===== src/pkg/ccc_pkg.sv =====
// Package for the counter based code converter collection.
// Assumes one 50 MHz clock and an active low asynchronous reset.
package ccc_pkg;

  // ----------------------------------------------------------------------
  // Widths
  // ----------------------------------------------------------------------
  localparam int BCD5_W   = 20;
  localparam int BIN17_W  = 17;
  localparam int ANG_W    = 12;
  localparam int DIG4_W   = 16;
  localparam int GRAY_W   = 8;

  // ----------------------------------------------------------------------
  // Timing
  // ----------------------------------------------------------------------
  localparam int CLK_MHZ        = 50;
  localparam int CONV_LIMIT_MS  = 33;
  localparam int CONV_LIMIT_CYC = CONV_LIMIT_MS * 1000 * CLK_MHZ;
  localparam int DIGIT_CYC      = 4096;
  localparam int DIGIT_CNT_W    = 12;
  localparam int RATE_W         = 8;
  localparam int FIFO_DEPTH     = 32;

  // ----------------------------------------------------------------------
  // Constants of the codes
  // ----------------------------------------------------------------------
  localparam logic [3:0] XS3_ADD    = 4'h3;
  localparam logic [3:0] XS3_SUB    = 4'hD;
  localparam logic [3:0] NINE       = 4'h9;
  localparam logic [2:0] RATE_SLOT  = 3'h7;
  localparam logic [7:0] RATE_TERM  = 8'hFF;

  typedef enum logic [1:0] {CCC_IDLE, CCC_LOAD, CCC_RUN} ccc_state_t;

endpackage


===== src/rtl/ccc_fifo.sv =====
// Synchronous FIFO for converted results.
// Assumes both sides share ref_clk; writes while full are refused.
module ccc_fifo
  import ccc_pkg::*;
#(
  parameter int WIDTH = 17,
  parameter int DEPTH = 32
) (
  input  wire logic             ref_clk,
  input  wire logic             resetn,
  input  wire logic             in_valid,
  output logic                  in_ready,
  input  wire logic [WIDTH-1:0] in_data,
  output logic                  out_valid,
  input  wire logic             out_ready,
  output logic      [WIDTH-1:0] out_data
);

  localparam int AW = $clog2(DEPTH);

  logic [WIDTH-1:0] mem [DEPTH];
  logic [AW-1:0]    wr_ptr;
  logic [AW-1:0]    rd_ptr;
  logic [AW-1:0]    next_rd_ptr;
  logic [AW:0]      count;
  logic [AW:0]      next_count;
  logic             push;
  logic             pop;

  assign push        = in_valid && in_ready;
  assign pop         = out_valid && out_ready;
  assign next_rd_ptr = rd_ptr + AW'(pop);
  assign next_count  = count + (AW+1)'(push) - (AW+1)'(pop);

  // The head word is registered so the data output comes from a
  // flip-flop; a word written into an emptying buffer is bypassed.
  always_ff @(posedge ref_clk) begin
    if (push) begin
      mem[wr_ptr] <= in_data;
    end
    if (push && next_rd_ptr == wr_ptr) begin
      out_data <= in_data;
    end else begin
      out_data <= mem[next_rd_ptr];
    end
  end

  always_ff @(posedge ref_clk or negedge resetn) begin
    if (!resetn) begin
      wr_ptr    <= '0;
      rd_ptr    <= '0;
      count     <= '0;
      in_ready  <= 1'b1;
      out_valid <= 1'b0;
    end else begin
      if (push) begin
        wr_ptr <= wr_ptr + 1'b1;
      end
      if (pop) begin
        rd_ptr <= rd_ptr + 1'b1;
      end
      count     <= next_count;
      in_ready  <= (next_count != (AW+1)'(DEPTH));
      out_valid <= (next_count != '0);
    end
  end

endmodule


===== src/rtl/ccc_top.sv =====
// Counter based code converters with Gray, Excess-3 Gray and nines
// complement helpers. Assumes a debounced push button; button, mode and
// serial bit pins are synchronised, data words must stay steady while they are used.
//
// Notes on behaviour
// - Input loads a down counter; up counter in target code tracks it.
// - Five BCD digits convert to 17-bit binary well inside 33 ms.
// - Two-stage start ignores a held button, gives one-cycle load and clear pulse.
// - Idle: both stages clear; press sets stage one, asserts load and presets toggle.
// - Next edge sets stage two, drops load, raises busy, lets toggle run.
// - Counters step at half the clock rate until down counter is zero.
// - Terminal count freezes the toggle; stage two resets after release.
// - Every input in range converts correctly, zero included.
// - Angle input 12 bits, top bit 180 degrees, output 0.0 to 359.9.
// - Cycle start loads inverted input into binary counter, clears decimal.
// - Plain mode: decimal counter steps once per binary counter pulse.
// - Display four digits, most significant first, 4096 clocks each.
// - Angle mode inhibits decimal counter 31 of every 256 pulses.
// - Inhibits decode every eighth state of mod-256 counter except terminal.
// - Serial Gray to binary is one toggle on each one, MSB first.
// - Serial binary to Gray XORs current and one-bit delayed bit.
// - Parallel Gray and binary converters are XOR chains.
// - Excess-3 Gray adds three then encodes; decoding adds thirteen.
// - Nines complement gives nine minus the digit.
// - Complement control selects complement or pass-through.
module ccc_top
  import ccc_pkg::*;
(
  input  wire logic               ref_clk,
  input  wire logic               resetn,
  input  wire logic               start_button,
  input  wire logic [BCD5_W-1:0]  bcd_in,
  output logic      [BIN17_W-1:0] bin_out,
  output logic                    busy,
  output logic                    result_valid,
  input  wire logic               result_ready,
  output logic      [BIN17_W-1:0] result_data,
  input  wire logic [ANG_W-1:0]   ang_in,
  input  wire logic               angle_mode,
  output logic      [DIG4_W-1:0]  disp_bcd,
  output logic      [3:0]         digit_enable,
  output logic      [3:0]         digit_value,
  input  wire logic               ser_gray_in,
  input  wire logic               ser_bin_in,
  input  wire logic               ser_first,
  output logic                    ser_bin_out,
  output logic                    ser_gray_out,
  input  wire logic [GRAY_W-1:0]  par_word,
  output logic      [GRAY_W-1:0]  par_gray_to_bin,
  output logic      [GRAY_W-1:0]  par_bin_to_gray,
  input  wire logic [3:0]         dec_digit,
  output logic      [3:0]         xs3_gray,
  input  wire logic [3:0]         xs3_gray_in,
  output logic      [3:0]         xs3_decoded,
  input  wire logic               complement,
  output logic      [3:0]         nines_out
);

  // ----------------------------------------------------------------------
  // Functions
  // ----------------------------------------------------------------------
  function automatic logic [GRAY_W-1:0] to_gray(input logic [GRAY_W-1:0] b);
    to_gray = b ^ (b >> 1);
  endfunction

  function automatic logic [GRAY_W-1:0] from_gray(
    input logic [GRAY_W-1:0] g
  );
    logic [GRAY_W-1:0] b;
    b[GRAY_W-1] = g[GRAY_W-1];
    for (int i = GRAY_W-2; i >= 0; i--) begin
      b[i] = b[i+1] ^ g[i];
    end
    from_gray = b;
  endfunction

  // ----------------------------------------------------------------------
  // Input synchronisers
  // ----------------------------------------------------------------------
  logic [3:0] sync1;
  logic [3:0] sync2;
  logic       btn;
  logic       mode;
  logic       sg;
  logic       sb;

  always_ff @(posedge ref_clk or negedge resetn) begin
    if (!resetn) begin
      sync1 <= 4'h0;
      sync2 <= 4'h0;
    end else begin
      sync1 <= {ser_bin_in, ser_gray_in, angle_mode, start_button};
      sync2 <= sync1;
    end
  end
  assign {sb, sg, mode, btn} = sync2;

  // The serial word marker comes from our own clock, so these stages
  // only line it up with the synchronised serial bits; without them the
  // marker would clear the serial state two bits too early.
  logic [1:0] first_dly;
  logic       first;

  always_ff @(posedge ref_clk or negedge resetn) begin
    if (!resetn) begin
      first_dly <= 2'h0;
    end else begin
      first_dly <= {first_dly[0], ser_first};
    end
  end
  assign first = first_dly[1];

  // ----------------------------------------------------------------------
  // Start stages and BCD-to-binary converter
  // ----------------------------------------------------------------------
  logic                stage2;
  logic                toggle;
  logic [BCD5_W-1:0]   dec_cnt;
  logic [BIN17_W-1:0]  bin_cnt;
  logic                load;
  logic                down_counter_terminal;
  logic                result_push;

  // load pulse: stage one is the synchronised button, one cycle wide.
  assign load = btn && !stage2;
  assign down_counter_terminal = (dec_cnt == '0);

  // start stages: stage two sets after the press and
  // clears only once counting ended and the button is up.
  always_ff @(posedge ref_clk or negedge resetn) begin
    if (!resetn) begin
      stage2 <= 1'b0;
    end else if (load) begin
      stage2 <= 1'b1;
    end else if (down_counter_terminal && !toggle && !btn) begin
      stage2 <= 1'b0;
    end
  end

  // half rate toggle, held clear at terminal count.
  always_ff @(posedge ref_clk or negedge resetn) begin
    if (!resetn) begin
      toggle <= 1'b0;
    end else if (load) begin
      toggle <= 1'b1;
    end else if (down_counter_terminal && !toggle) begin
      toggle <= 1'b0;
    end else begin
      toggle <= !toggle;
    end
  end

  // decimal down counter and binary up counter in step.
  // A digit at zero borrows from the one above and wraps to nine; the
  // loop stops at the first digit that can pay the borrow.
  always_ff @(posedge ref_clk or negedge resetn) begin
    if (!resetn) begin
      dec_cnt <= '0;
      bin_cnt <= '0;
    end else if (load) begin
      dec_cnt <= bcd_in;
      bin_cnt <= '0;
    end else if (toggle && !down_counter_terminal) begin
      bin_cnt <= bin_cnt + 1'b1;
      for (int d = 0; d < 5; d++) begin
        if (dec_cnt[4*d +: 4] != 4'h0) begin
          dec_cnt[4*d +: 4] <= dec_cnt[4*d +: 4] - 4'h1;
          break;
        end else begin
          dec_cnt[4*d +: 4] <= NINE;
        end
      end
    end
  end

  // busy ends when frozen; frozen value becomes the result.
  always_ff @(posedge ref_clk or negedge resetn) begin
    if (!resetn) begin
      busy        <= 1'b0;
      bin_out     <= '0;
      result_push <= 1'b0;
    end else begin
      result_push <= 1'b0;
      if (load) begin
        busy <= 1'b1;
      end else if (busy && down_counter_terminal && !toggle) begin
        busy        <= 1'b0;
        bin_out     <= bin_cnt;
        result_push <= 1'b1;
      end
    end
  end

  ccc_fifo #(
    .WIDTH (BIN17_W),
    .DEPTH (FIFO_DEPTH)
  ) u_ccc_fifo (
    .ref_clk   (ref_clk),
    .resetn    (resetn),
    .in_valid  (result_push),
    .in_ready  (),
    .in_data   (bin_out),
    .out_valid (result_valid),
    .out_ready (result_ready),
    .out_data  (result_data)
  );

  // ----------------------------------------------------------------------
  // Binary or angle to BCD converter with display
  // ----------------------------------------------------------------------
  logic [ANG_W-1:0]       abin;
  logic [DIG4_W-1:0]      adec;
  logic [RATE_W-1:0]      rate;
  logic [DIGIT_CNT_W-1:0] dwell;
  logic [1:0]             digit_sel;
  logic                   aconv;
  logic                   inhibit;

  // every eighth state except the terminal state gives 31 inhibits.
  assign inhibit = (rate[2:0] == RATE_SLOT) && (rate != RATE_TERM);

  // load complement, count to terminal, rate-gate.
  always_ff @(posedge ref_clk or negedge resetn) begin
    if (!resetn) begin
      abin  <= '1;
      adec  <= '0;
      rate  <= '0;
      aconv <= 1'b0;
    end else if (!aconv) begin
      abin  <= ~ang_in;
      adec  <= '0;
      rate  <= '0;
      aconv <= 1'b1;
    end else if (abin != '1) begin
      abin <= abin + 1'b1;
      rate <= rate + 1'b1;
      if (!(mode && inhibit)) begin
        for (int d = 0; d < 4; d++) begin
          if (adec[4*d +: 4] != NINE) begin
            adec[4*d +: 4] <= adec[4*d +: 4] + 4'h1;
            break;
          end else begin
            adec[4*d +: 4] <= 4'h0;
          end
        end
      end
    end else if (dwell == '1 && digit_sel == 2'h3) begin
      aconv <= 1'b0;
    end
  end

  // show each digit for 4096 clocks, most significant first.
  always_ff @(posedge ref_clk or negedge resetn) begin
    if (!resetn) begin
      dwell        <= '0;
      digit_sel    <= 2'h0;
      digit_enable <= 4'h0;
      digit_value  <= 4'h0;
      disp_bcd     <= '0;
    end else if (aconv && abin == '1) begin
      dwell        <= dwell + 1'b1;
      disp_bcd     <= adec;
      digit_enable <= 4'h8 >> digit_sel;
      digit_value  <= adec[4*(3-digit_sel) +: 4];
      if (dwell == '1) begin
        digit_sel <= digit_sel + 2'h1;
      end
    end else begin
      // Dark while a new value is counted in, so that the least
      // significant digit is not lit longer than the others.
      digit_enable <= 4'h0;
    end
  end

  // ----------------------------------------------------------------------
  // Serial and parallel Gray, Excess-3 Gray, nines complement
  // ----------------------------------------------------------------------
  logic prev_bin;

  // toggle on each one, cleared at the MSB; one-bit delay.
  always_ff @(posedge ref_clk or negedge resetn) begin
    if (!resetn) begin
      ser_bin_out  <= 1'b0;
      ser_gray_out <= 1'b0;
      prev_bin     <= 1'b0;
    end else begin
      ser_bin_out  <= (first ? 1'b0 : ser_bin_out) ^ sg;
      ser_gray_out <= sb ^ (first ? 1'b0 : prev_bin);
      prev_bin     <= sb;
    end
  end

  // combinational codes, registered at the outputs.
  always_ff @(posedge ref_clk or negedge resetn) begin
    if (!resetn) begin
      par_gray_to_bin <= '0;
      par_bin_to_gray <= '0;
      xs3_gray        <= 4'h0;
      xs3_decoded     <= 4'h0;
      nines_out       <= 4'h0;
    end else begin
      par_gray_to_bin <= from_gray(par_word);
      par_bin_to_gray <= to_gray(par_word);
      xs3_gray        <= 4'(to_gray(GRAY_W'(dec_digit + XS3_ADD)));
      xs3_decoded     <= 4'(from_gray(GRAY_W'(xs3_gray_in))) + XS3_SUB;
      nines_out       <= complement ? NINE - dec_digit : dec_digit;
    end
  end

endmodule


===== config.mk =====
export PLATFORM = sky130hd
export DESIGN_NAME = ccc_top
export DESIGN_NICKNAME = d
export VERILOG_FILES = /design/src/pkg/ccc_pkg.sv /design/src/rtl/ccc_fifo.sv /design/src/rtl/ccc_top.sv
export SDC_FILE = /design/constraint.sdc
export NUM_CORES = 1
export LEC_CHECK = 0
export ABC_CLOCK_PERIOD_IN_PS = 3010
export BUFFER_PORTS_ARGS = -buffer_cell sky130_fd_sc_hd__buf_2
export CAP_MARGIN = 20
export CORE_ASPECT_RATIO = 0.9
export CORE_MARGIN = 2
export CORE_UTILIZATION = 60
export CTS_CLUSTER_DIAMETER = 120
export DETAILED_ROUTE_END_ITERATION = 10
export MAX_ROUTING_LAYER = met4
export PLACE_DENSITY = 0.78
export SLEW_MARGIN = 0
export SYNTH_ARGS = -nofsm -noshare
export SYNTH_HDL_FRONTEND = slang
export SYNTH_SLANG_ARGS = --single-unit

===== constraint.sdc =====
create_clock -name ref_clk -period 3.01 [get_ports ref_clk]
set_clock_uncertainty 0.05 [all_clocks]
set_input_delay 0.602 -clock ref_clk [delete_from_list [all_inputs] [get_ports ref_clk]]
set_output_delay 0.602 -clock ref_clk [all_outputs]
set_load 0.02 [all_outputs]

==> metrics.md, run 1 <==
| Metric | Value |
|---|---|
| Share of layout cells above drive strength 1 | 29.7% |
| First-pass detailed-route iteration total | 8 |
| # DRC | 0 |
| Failing checks | negative setup slack |
| GRT Total Usage | 30.8% |
| Synthesized Nets | 1922 |
| Die Ht | 215 um |
| Synth Flop Type | edfxtp_1 |
| Vias | 18300 |
| Core Rows | 77 |
| Starting DRT DRC Count | 2235 |
| Max Fclk | 0.294 GHz |
| Max-cap violations | 0 |
| Placed Instances | 2632 |
| Worst Max-Slew Pin Slew | 1.04 ns |
| Sink Count | 739 |
| Non-Filler Instances | 2823 |
| Final Max Tran Viols | 0 |
| CP required | 2.36 ns |
| Reg2reg start | dec_cnt[4] |
| Num CTS Buffers | 74 |
| Hold path startpoint | ser_bin_in |
| Mean routed wirelength per cell | 27.2 um |
| Hold slack | 0.0594 ns |
| Die width | 238 um |
| Cell leakage power | 12.8 nW |
| Mapped Area | 0.0297 mm2 |
| Critical path buffer and inverter count | 4 |
| PortBufs | 146 |
| RSZ-0062 raised after global routing | yes |
| Crit Path Category | flop to primary output |
| Root buf cell | clkbuf_16 |
| Yosys reg bits | 739 |
| CTS tree | built |
| Area of the multi-input gates | 0.00866 mm2 |
| Vias in the first global route | 18300 |
| Dpl hpwl | 44.2 mm |
| Fillers | 2853 |
| Async SR Flop Fraction | 25.7% |
| Htree depth | 3 |
| Power after layout | 28.2 mW |
| Rel. slew slack | 30.6% |
| CP startpoint kind | flop |
| CP max FO | 5 |
| Cell Chain, Critical Path | buf_12 > buf_12 > nand4b_1 > buf_4 > a211oi_2 > a21oi_1 > nand4_1 > a211oi_2 > buf_4 |
| Ports | 147 |
| Post-route ant nets | 0 |
| Core ar. | 0.0489 mm2 |
| Place WS | 0.175 ns |
| First-pass GRT wire length | 113 mm |
| Initial antenna violation count | 1 |
| Tmin final | 3.40 ns |
| CP top delay family | buffers and inverters |
| Layout Utilization | 73.2% |
| Syn_area_per_cell | 16.2 um2 |
| Critical path data arrival time | 2.75 ns |
| Nets@finish | 2225 |
| PnR worst setup slack | -0.393 ns |
| Largest net degree at the start of global routing | 80 |
| Worst-path clk slew | 0.07 ns |
| Setup tns final | -3.26 ns |
| Number of flops mapped to enable cells by yosys | 544 |
| Synth cell types | 64 |
| Initial Util | 60.6% |
| Via/cell ratio | 6.50 |
| Worst-Skew Late Latency | 0.60 ns |
| Endpoint type of the worst setup path | primary output |
| Max VDD drop | 0.597 mV |
| Area growth syn-to-layout | 20.7% |
| Worst min path class | input port to flop |
| Clk buf depth | 3 |
| Area of placed instances | 0.0318 mm2 |
| Grt ovf | 0 |
| DIE AREA | 0.0513 mm2 |
| GPL Wtd Cong | 0.954 |
| Final WL | 76.8 mm |
| Cell Pwr Density | 789 mW/mm2 |
| Crit share post-route | 113% |
| Ant. Diodes | 0 |
| Post-synthesis sequential area ratio | 71.5% |
| Final setup fails | 17 |
| Final Cell Area | 0.0358 mm2 |
| Max incr delay on CP | 0.43 ns |
| Mapped Cells | 1829 |
| Yosys warning total | 0 |
| FF/Latch Area | 0.0212 mm2 |
| Fin. Hold Viols | 0 |
| Status | complete, but fails checks |
| Worst path slowest cell | dfxtp_4 |
## layer usage
layer,up-vias,global-route usage [%],wire length [um]
met2,1208,48.0,37000
li1,7675,-,-
met4,0,12.5,3690
met5,-,-,0
met3,280,6.47,7890
met1,9183,40.0,28300
## flip-flops by register name, indices dropped and copies added, names as in the netlist, 6 cells and up, named ones only
| signal | count |
|---|---|
| par_bin_to_gray | 8 |
| adec | 16 |
| rate | 8 |
| u_ccc_fifo.count | 6 |
| bin_cnt | 17 |
| par_gray_to_bin | 6 |
| disp_bcd | 16 |
| abin | 12 |
| bin_out | 17 |
| dwell | 12 |
| dec_cnt | 20 |
| u_ccc_fifo.mem | 544 |
## timing repair
action	CTS	global route
gates cloned	12	3
setup buffers	34	7
pin swaps	40	24
setup endpoints to repair	17	17
hold buffers	1	0
endpoints found under the hold margin	9	0
gates resized for setup	153	47
## where the power goes
group | internal, mW | total (mW) | switching, mW
combinational | 3.53 | 7.23 | 3.70
clock | 5.28 | 9.05 | 3.77
sequential | 11.4 | 12.0 | 0.581
total | 20.2 | 28.2 | 8.05
## final timing paths
check | endpoint | slack [ns] | cells after the start
hold reg to reg | sync2[2] | 0.29 | 0
min in group asynchronous | nines_out[2] | 0.52 | 2
max in group asynchronous | abin[5] | 1.53 | 3
setup reg to reg | bin_out[6] | 0.43 | 6
hold / removal | sync1[3] | 0.06 | 1
setup / recovery | result_data[2] | -0.39 | 9
## cells by family after synthesis
group,Yosys count,share of synthesized area (%)
DFF,739,71.5
and+or+nand+nor,389,6.61
adders and majority gates,36,1.54
xor gates and xnor gates,72,2.13
muxes,243,11.4
AOI/OAI and AO/OA,235,5.22
buffers and inverters,115,1.60
## synth_stat cells (8+ instances only)
master	instances	area, um2
a31oi_1	8	50.1
a22oi_1	61	458
mux4_2	72	1620
mux2_4	9	135
inv_1	31	116
xnor2_1	39	342
nor2_1	76	285
nand3_1	26	130
a211oi_1	25	188
edfxtp_1	544	16300
mux2_2	14	158
xor2_1	33	289
and2_1	13	81.3
dfstp_2	13	342
or3_1	11	68.8
mux2i_1	148	1480
nand4_1	37	231
and3_1	11	68.8
a21oi_1	30	150
ha_1	35	438
nand2_1	124	465
nand2b_1	10	62.6
clkbuf_1	60	225
buf_1	16	60.1
o22ai_1	27	169
o21ai_0	48	240
nor4_1	8	50.1
dfrtp_1	177	4430
nor3_1	11	55.1
o31ai_1	10	75.1
nor2b_1	21	131
## worst register-to-register path, stage by stage, from the launching register on
cell and delay [ns]:
dfrtp_1 0.41, or4_4 0.56, or2_1 0.37, nor3_4 0.24, and4b_1 0.27, buf_12 0.19, mux2_2 0.38
## cells in the final DEF (no fill, tap or decap), types with 9 or more instances in the layout
cell type	n
nand3_1	26
inv_1	31
o31ai_1	10
and3_1	11
mux4_2	72
nor3_1	9
edfxtp_1	544
dfstp_2	13
a22oi_2	32
mux2i_1	121
dfrtp_1	177
o21ai_0	48
clkbuf_16	81
o22ai_2	9
xnor2_1	39
nor2_1	71
buf_16	12
or3_1	10
nand4_1	37
o22ai_1	12
clkinv_2	11
buf_6	11
xor2_1	33
clkinv_1	11
buf_4	124
clkbuf_1	24
nand2_1	122
mux2_2	14
a21oi_1	29
a22oi_1	29
buf_2	132
and2_1	13
ha_1	35
mux2i_2	23
a211oi_2	20
buf_12	19
nor2b_1	17
mux2_4	9
## final cells by class
type | count | share of cell area, %
clock buffers | 106 | 5.86
flip-flops and latches | 739 | 59.3
multi-input cells | 975 | 24.2
clock inverters | 29 | 0.755
well taps | 632 | 2.21
inverters | 31 | 0.325
repair buffers | 311 | 7.43
(Power assumes the default switching activity.)
==> run 2, diff against run 1 <==
--- a/config.mk
+++ b/config.mk
@@ -10,12 +10,11 @@
 export CAP_MARGIN = 20
 export CORE_ASPECT_RATIO = 0.9
 export CORE_MARGIN = 2
-export CORE_UTILIZATION = 60
+export CORE_UTILIZATION = 26
 export CTS_CLUSTER_DIAMETER = 120
 export DETAILED_ROUTE_END_ITERATION = 10
 export MAX_ROUTING_LAYER = met4
-export PLACE_DENSITY = 0.78
-export SLEW_MARGIN = 0
+export SLEW_MARGIN = 20
 export SYNTH_ARGS = -nofsm -noshare
 export SYNTH_HDL_FRONTEND = slang
 export SYNTH_SLANG_ARGS = --single-unit
==> run 2 against run 1 <==
  * The run still ends with negative setup slack left
  * Clock power rose by 6.0%
  * Highest routed layer unchanged
  * Largest cell class unchanged
  * Sequential share of layout area fell by 2.1 points
  * Critical endpoint is now result_data[12]
  * Global-route usage fell by 18 points
==> metrics.md, run 2 (same netlist as run 1, synthesis figures left out) <==
| Metric | Value |
|---|---|
| Status | complete, but fails checks |
| Failing checks | negative setup slack |
| Vias in the first global route | 16900 |
| CP max FO | 7 |
| PnR worst setup slack | -0.264 ns |
| GPL Wtd Cong | 0.848 |
| PortBufs | 146 |
| Final Max Tran Viols | 0 |
| Htree depth | 3 |
| Fin. Hold Viols | 0 |
| RSZ-0062 raised after global routing | yes |
| Critical path data arrival time | 2.62 ns |
| DIE AREA | 0.117 mm2 |
| Part of the power in registers | 41.8% |
| Most frequent cells in the layout | 544 x edfxtp_1, 177 x dfrtp_1, 146 x buf_4, 128 x buf_2, 127 x mux2i_1 |
| Clk pwr share | 33.6% |
| Cell leakage power | 13.0 nW |
| Cell mode on critical path | buf_12 |
| Nets@finish | 2254 |
| Rel. slew slack | 56.0% |
| Worst Max-Slew Pin Slew | 0.659 ns |
| Largest regs | u_ccc_fifo.mem: 544 flops, dec_cnt: 20 flops |
| Most common cell after layout, fill and taps aside | edfxtp_1 |
| Switch share | 28.8% |
| Place WS | -0.0325 ns |
| Final WL | 76.4 mm |
| Worst-Skew Late Latency | 0.65 ns |
| Max Fclk | 0.305 GHz |
| Power after layout | 28.6 mW |
| Sw Pwr | 8.22 mW |
| Crit share post-route | 109% |
| Largest net degree at the start of global routing | 65 |
| Logic pwr share | 24.6% |
| Starting DRT DRC Count | 1546 |
| Cell Chain, Critical Path | buf_8 > buf_12 > buf_12 > buf_16 > mux2i_4 > a22oi_2 > nand4_1 > a211oi_2 > buf_4 |
| Initial Util | 26.2% |
| Worst min path class | input port to flop |
| Max reg flops | 544 |
| Worst-path clk slew | 0.06 ns |
| Worst path slowest cell | dfxtp_4 |
| CP top delay family | buffers and inverters |
| Non-Filler Instances | 3711 |
| Sink Count | 739 |
| Fillers | 10800 |
| Critical path buffer and inverter count | 5 |
| Max VDD drop | 0.492 mV |
| Core ar. | 0.113 mm2 |
| Initial antenna violation count | 3 |
| Cell Pwr Density | 768 mW/mm2 |
| Num CTS Buffers | 77 |
| Die Ht | 325 um |
| Clk buf depth | 3 |
| # DRC | 0 |
| Die width | 360 um |
| GRT Total Usage | 13.3% |
| Vias | 17200 |
| Grt ovf | 0 |
| Post-route ant nets | 0 |
| Dpl hpwl | 47.9 mm |
| Max incr delay on CP | 0.37 ns |
| Crit Path Category | flop to primary output |
| Ports | 147 |
| Root buf cell | clkbuf_16 |
| Endpoint type of the worst setup path | primary output |
| Reg with most FFs | u_ccc_fifo.mem |
| Area growth syn-to-layout | 25.2% |
| Via/cell ratio | 4.64 |
| Setup tns final | -3.06 ns |
| Final setup fails | 17 |
| Mean routed wirelength per cell | 20.6 um |
| Layout Utilization | 32.8% |
| Internal power | 20.3 mW |
| Placed Instances | 3495 |
| Core Rows | 117 |
| CP required | 2.36 ns |
| Tmin final | 3.27 ns |
| Max-cap violations | 0 |
| CP startpoint kind | flop |
| First-pass detailed-route iteration total | 5 |
| First-pass GRT wire length | 112 mm |
| Share of layout cells above drive strength 1 | 30.1% |
| CTS tree | built |
==> run 2: changes by cell type in the layout (fill, tap and decap cells not counted), sizes merged <==
cell,before,now
bufinv,5,6
clkinvlp,1,4
clkbuf,110,99
diode,0,1
buf,305,319
dlygate4sd3,1,15
inv,31,37
clkinv,23,28
==> run 2: power by group through the flow <==
| stage | combinational (mW) | sequential, mW | clock (mW) |
|---|---|---|---|
| floorplan | 3.50 | 12.0 | 0 |
| global placement | 5.09 | 12.2 | 0 |
| detailed placement | 5.13 | 12.2 | 0 |
| CTS | 6.64 | 11.9 | 9.82 |
| global route | 7.46 | 12.0 | 10.2 |
| finish | 7.02 | 11.9 | 9.59 |
==> run 2: what timing repair did <==
action,4_1_cts,5_1_grt
buffers inserted,31,19
pin swaps,28,33
hold endpoints to repair,72,0
hold buffers,15,0
setup endpoints to repair,17,17
gates resized for setup,105,56
gates cloned,10,1
==> run 2: worst register-to-register path, cell delays in order, from the launching register on <==
cell and delay, ns:
dfrtp_1 0.42, nor4_1 0.58, nand2_1 0.23, buf_4 0.25
o31ai_1 0.56, o21ai_0 0.18, a21oi_1 0.15
==> run 2: path summary, 6_finish.rpt <==
| path | slack, ns | depth (start not counted) | to | start |
|---|---|---|---|---|
| worst min-delay path | 0.06 | 1 | nines_out[1] | dec_digit[1] |
| worst max-delay path | -0.26 | 9 | result_data[12] | flop |
| worst max register to register | 0.52 | 6 | bin_cnt[16] | dec_cnt[12] |
| max in group asynchronous | 1.69 | 3 | u_ccc_fifo.in_ready | resetn |
| worst min register to register | 0.29 | 0 | sync2[3] | sync1[3] |
| min in group asynchronous | 0.48 | 2 | xs3_gray[1] | resetn |
==> run 2: area by class of cell <==
cell class | count | area (um2) | share of cell area (%)
Inverter | 31 | 116 | 0.313
Antenna cell | 1 | 2.50 | 0.00673
Multi-Input combinational cell | 975 | 8570 | 23.1
Timing Repair Buffer | 337 | 2840 | 7.65
Sequential cell | 739 | 21200 | 57.1
Clock buffer | 97 | 2080 | 5.61
Clock inverter | 44 | 458 | 1.23
Tap cell | 1487 | 1860 | 5.01
==> run 2: per-layer routing <==
metal	GRT usage, %	up-vias	wire length, um
li1	-	7752	-
met1	17.8	8692	33800
met2	20.0	645	34900
met3	3.07	116	5760
met4	3.88	0	1890
met5	-	-	0
==> run 2: through the flow <==
step	hold slack (ns)	instance area, um2
global route	0.0331	37200
CTS	0.00363	36800
finish	0.0574	37200
floorplan	0.256	29700
global placement	0.285	33100
detailed placement	0.285	33100
==> run 3, diff against run 2 <==
--- a/config.mk
+++ b/config.mk
@@ -18,3 +18,4 @@
 export SYNTH_ARGS = -nofsm -noshare
 export SYNTH_HDL_FRONTEND = slang
 export SYNTH_SLANG_ARGS = --single-unit
+export TNS_END_PERCENT = 5
==> run 3 against run 2 <==
  * The flow still finishes with violations (negative setup slack)
  * Total power fell by 1.5%
  * Sequential power about the same
  * Final cell count is 0.54% lower
  * Hold slack got worse by 0.00098 ns
  * Clock power barely moved
  * Combinational power decreased by 6.3%
  * Core utilization fell by 0.33 points
  * First-iteration DRC count up 6.1%
  * Sequential share of layout area grew 0.57 points
  * Global-route usage is essentially flat
  * Count of clock-buffer cells in the layout stayed put
  * Critical path type unchanged
  * Largest power group unchanged
==> metrics.md, run 3 (same netlist as run 1, synthesis figures left out) <==
| Metric | Value |
|---|---|
| Status | complete, but fails checks |
| Failing checks | negative setup slack |
| GRT Total Usage | 13.2% |
| Hold path cells | 1 |
| Reg2reg start | dec_cnt[12] |
| Nets@finish | 2234 |
| Worst Max-Slew Pin Slew | 0.660 ns |
| Grt ovf | 0 |
| Most common cell after layout, fill and taps aside | edfxtp_1 |
| Worst min path class | input port to flop |
| Final Cell Area | 0.0368 mm2 |
| Core ar. | 0.113 mm2 |
| GPL Wtd Cong | 0.848 |
| Starting DRT DRC Count | 1640 |
| Via/cell ratio | 4.62 |
| Max reg flops | 544 |
| Clk buf depth | 3 |
| Cell Pwr Density | 765 mW/mm2 |
| Final setup fails | 17 |
| Tmin final | 3.27 ns |
| RSZ-0062 raised after global routing | yes |
| Hold path startpoint | dec_digit[1] |
| First-pass detailed-route iteration total | 7 |
| Crit share post-route | 109% |
| Dpl hpwl | 47.9 mm |
| Initial Util | 26.2% |
| Final Max Tran Viols | 0 |
| Share of layout cells above drive strength 1 | 28.2% |
| CTS tree | built |
| Critical path data arrival time | 2.62 ns |
| Cell leakage power | 12.9 nW |
| PortBufs | 146 |
| CP max FO | 13 |
| Largest net degree at the start of global routing | 65 |
| Worst-case reg-to-reg path depth | 6 |
| Initial antenna violation count | 3 |
| Max incr delay on CP | 0.38 ns |
| Cell Chain, Critical Path | buf_12 > buf_6 > buf_12 > mux2i_1 > a22oi_1 > nand4_1 > a211oi_2 > buf_4 |
| Most frequent cells in the layout | 544 x edfxtp_1, 177 x dfrtp_1, 138 x mux2i_1, 132 x buf_2, 127 x buf_4 |
| Vias | 17000 |
| Ports | 147 |
| Worst-Skew Late Latency | 0.65 ns |
| Reg2Reg Setup Slack | 0.50 ns |
| RR Endpoint | bin_cnt[16] |
| Layout Utilization | 32.5% |
| Mean routed wirelength per cell | 20.5 um |
| Sink Count | 739 |
| First-pass GRT wire length | 112 mm |
| CP startpoint kind | flop |
| CP required | 2.36 ns |
| Max VDD drop | 0.492 mV |
| Rel. slew slack | 56.0% |
| Num CTS Buffers | 77 |
| Endpoint type of the worst setup path | primary output |
| Cell mode on critical path | buf_12 |
| Fin. Hold Viols | 0 |
| Power after layout | 28.1 mW |
| Worst path slowest cell | dfxtp_4 |
| Vias in the first global route | 16900 |
| PnR worst setup slack | -0.257 ns |
| Max-cap violations | 0 |
| Area of placed instances | 0.0331 mm2 |
| Largest regs | u_ccc_fifo.mem: 544 flops, dec_cnt: 20 flops |
| Root buf cell | clkbuf_16 |
| Htree depth | 3 |
| Hold slack | 0.0564 ns |
| # DRC | 0 |
| Post-route ant nets | 0 |
| Final WL | 75.7 mm |
| Place WS | -0.0325 ns |
| Area growth syn-to-layout | 24.0% |
| Reg with most FFs | u_ccc_fifo.mem |
| Die width | 360 um |
| Hold EP | nines_out[1] |
| Worst-path clk slew | 0.05 ns |
| Max Fclk | 0.306 GHz |
| Core Rows | 117 |
| Crit Path Category | flop to primary output |
| DIE AREA | 0.117 mm2 |
| Die Ht | 325 um |
-- run 3: cell count changes in the layout (fill, tap and decap cells not counted), sizes merged --
cell	delta
buf	-20
-- run 3: repair_timing --
item                                    CTS  global route
hold endpoints to repair                 72             0
hold buffers                             15             0
gates resized for setup                  94            23
gates cloned                              8             1
buffers inserted                         30             0
pin swaps                                18            21
endpoints found under the setup margin   17            17
-- run 3: layout make-up --
cell class / count / area, um2
diodes: 1 / 2.50
fillers: 10900 / 76400
repair buffers: 317 / 2620
clock buffers: 97 / 2080
flip-flops and latches: 739 / 21200
inverters: 31 / 116
clock inverters: 44 / 458
multi-input cells: 975 / 8430
well taps: 1487 / 1860
-- run 3: per-stage QoR --
stage	setup TNS (ns)	std cells
floorplan	0	1829
CTS	-4.13	3689
global placement	0	3495
detailed placement	-0.0325	3495
global route	-5.12	3691
finish	-3.29	3691
-- run 3: metal layers --
layer	track usage, %	wire length, um	share of wire (%)	vias up
li1	-	-	-	7711
met2	20.0	34600	46	626
met4	3.76	1770	2.3	0
met5	-	0	0	-
met1	17.7	33200	44	8587
met3	3.21	6090	8.0	121
-- run 3: report_power, final --
group / total (mW) / internal [mW] / switching [mW]
Combinational: 6.58 / 3.17 / 3.41
Sequential: 12.0 / 11.4 / 0.568
Clock: 9.59 / 5.49 / 4.11
Total: 28.1 / 20.0 / 8.08
-- run 3: worst max path at each step --
| stage | start | endpoint | slack (ns) |
|---|---|---|---|
| 2_1_floorplan | flop | result_data[14] | 0.10 |
| 3_3_place_gp | flop | result_data[1] | 0.08 |
| 3_5_place_dp | flop | result_data[1] | -0.03 |
| 4_1_cts | flop | result_data[1] | -0.28 |
| 5_1_grt | flop | result_data[0] | -0.35 |
| 6_report | flop | result_data[0] | -0.26 |
-- run 3: worst max-delay path: cells and delay by family (launching register included) --
kind | cells | cell delay [ns]
and+or+nand+nor | 1 | 0.31
DFF | 1 | 0.38
muxes | 1 | 0.18
AOI/OAI and AO/OA | 2 | 0.50
buffers and inverters | 4 | 0.60
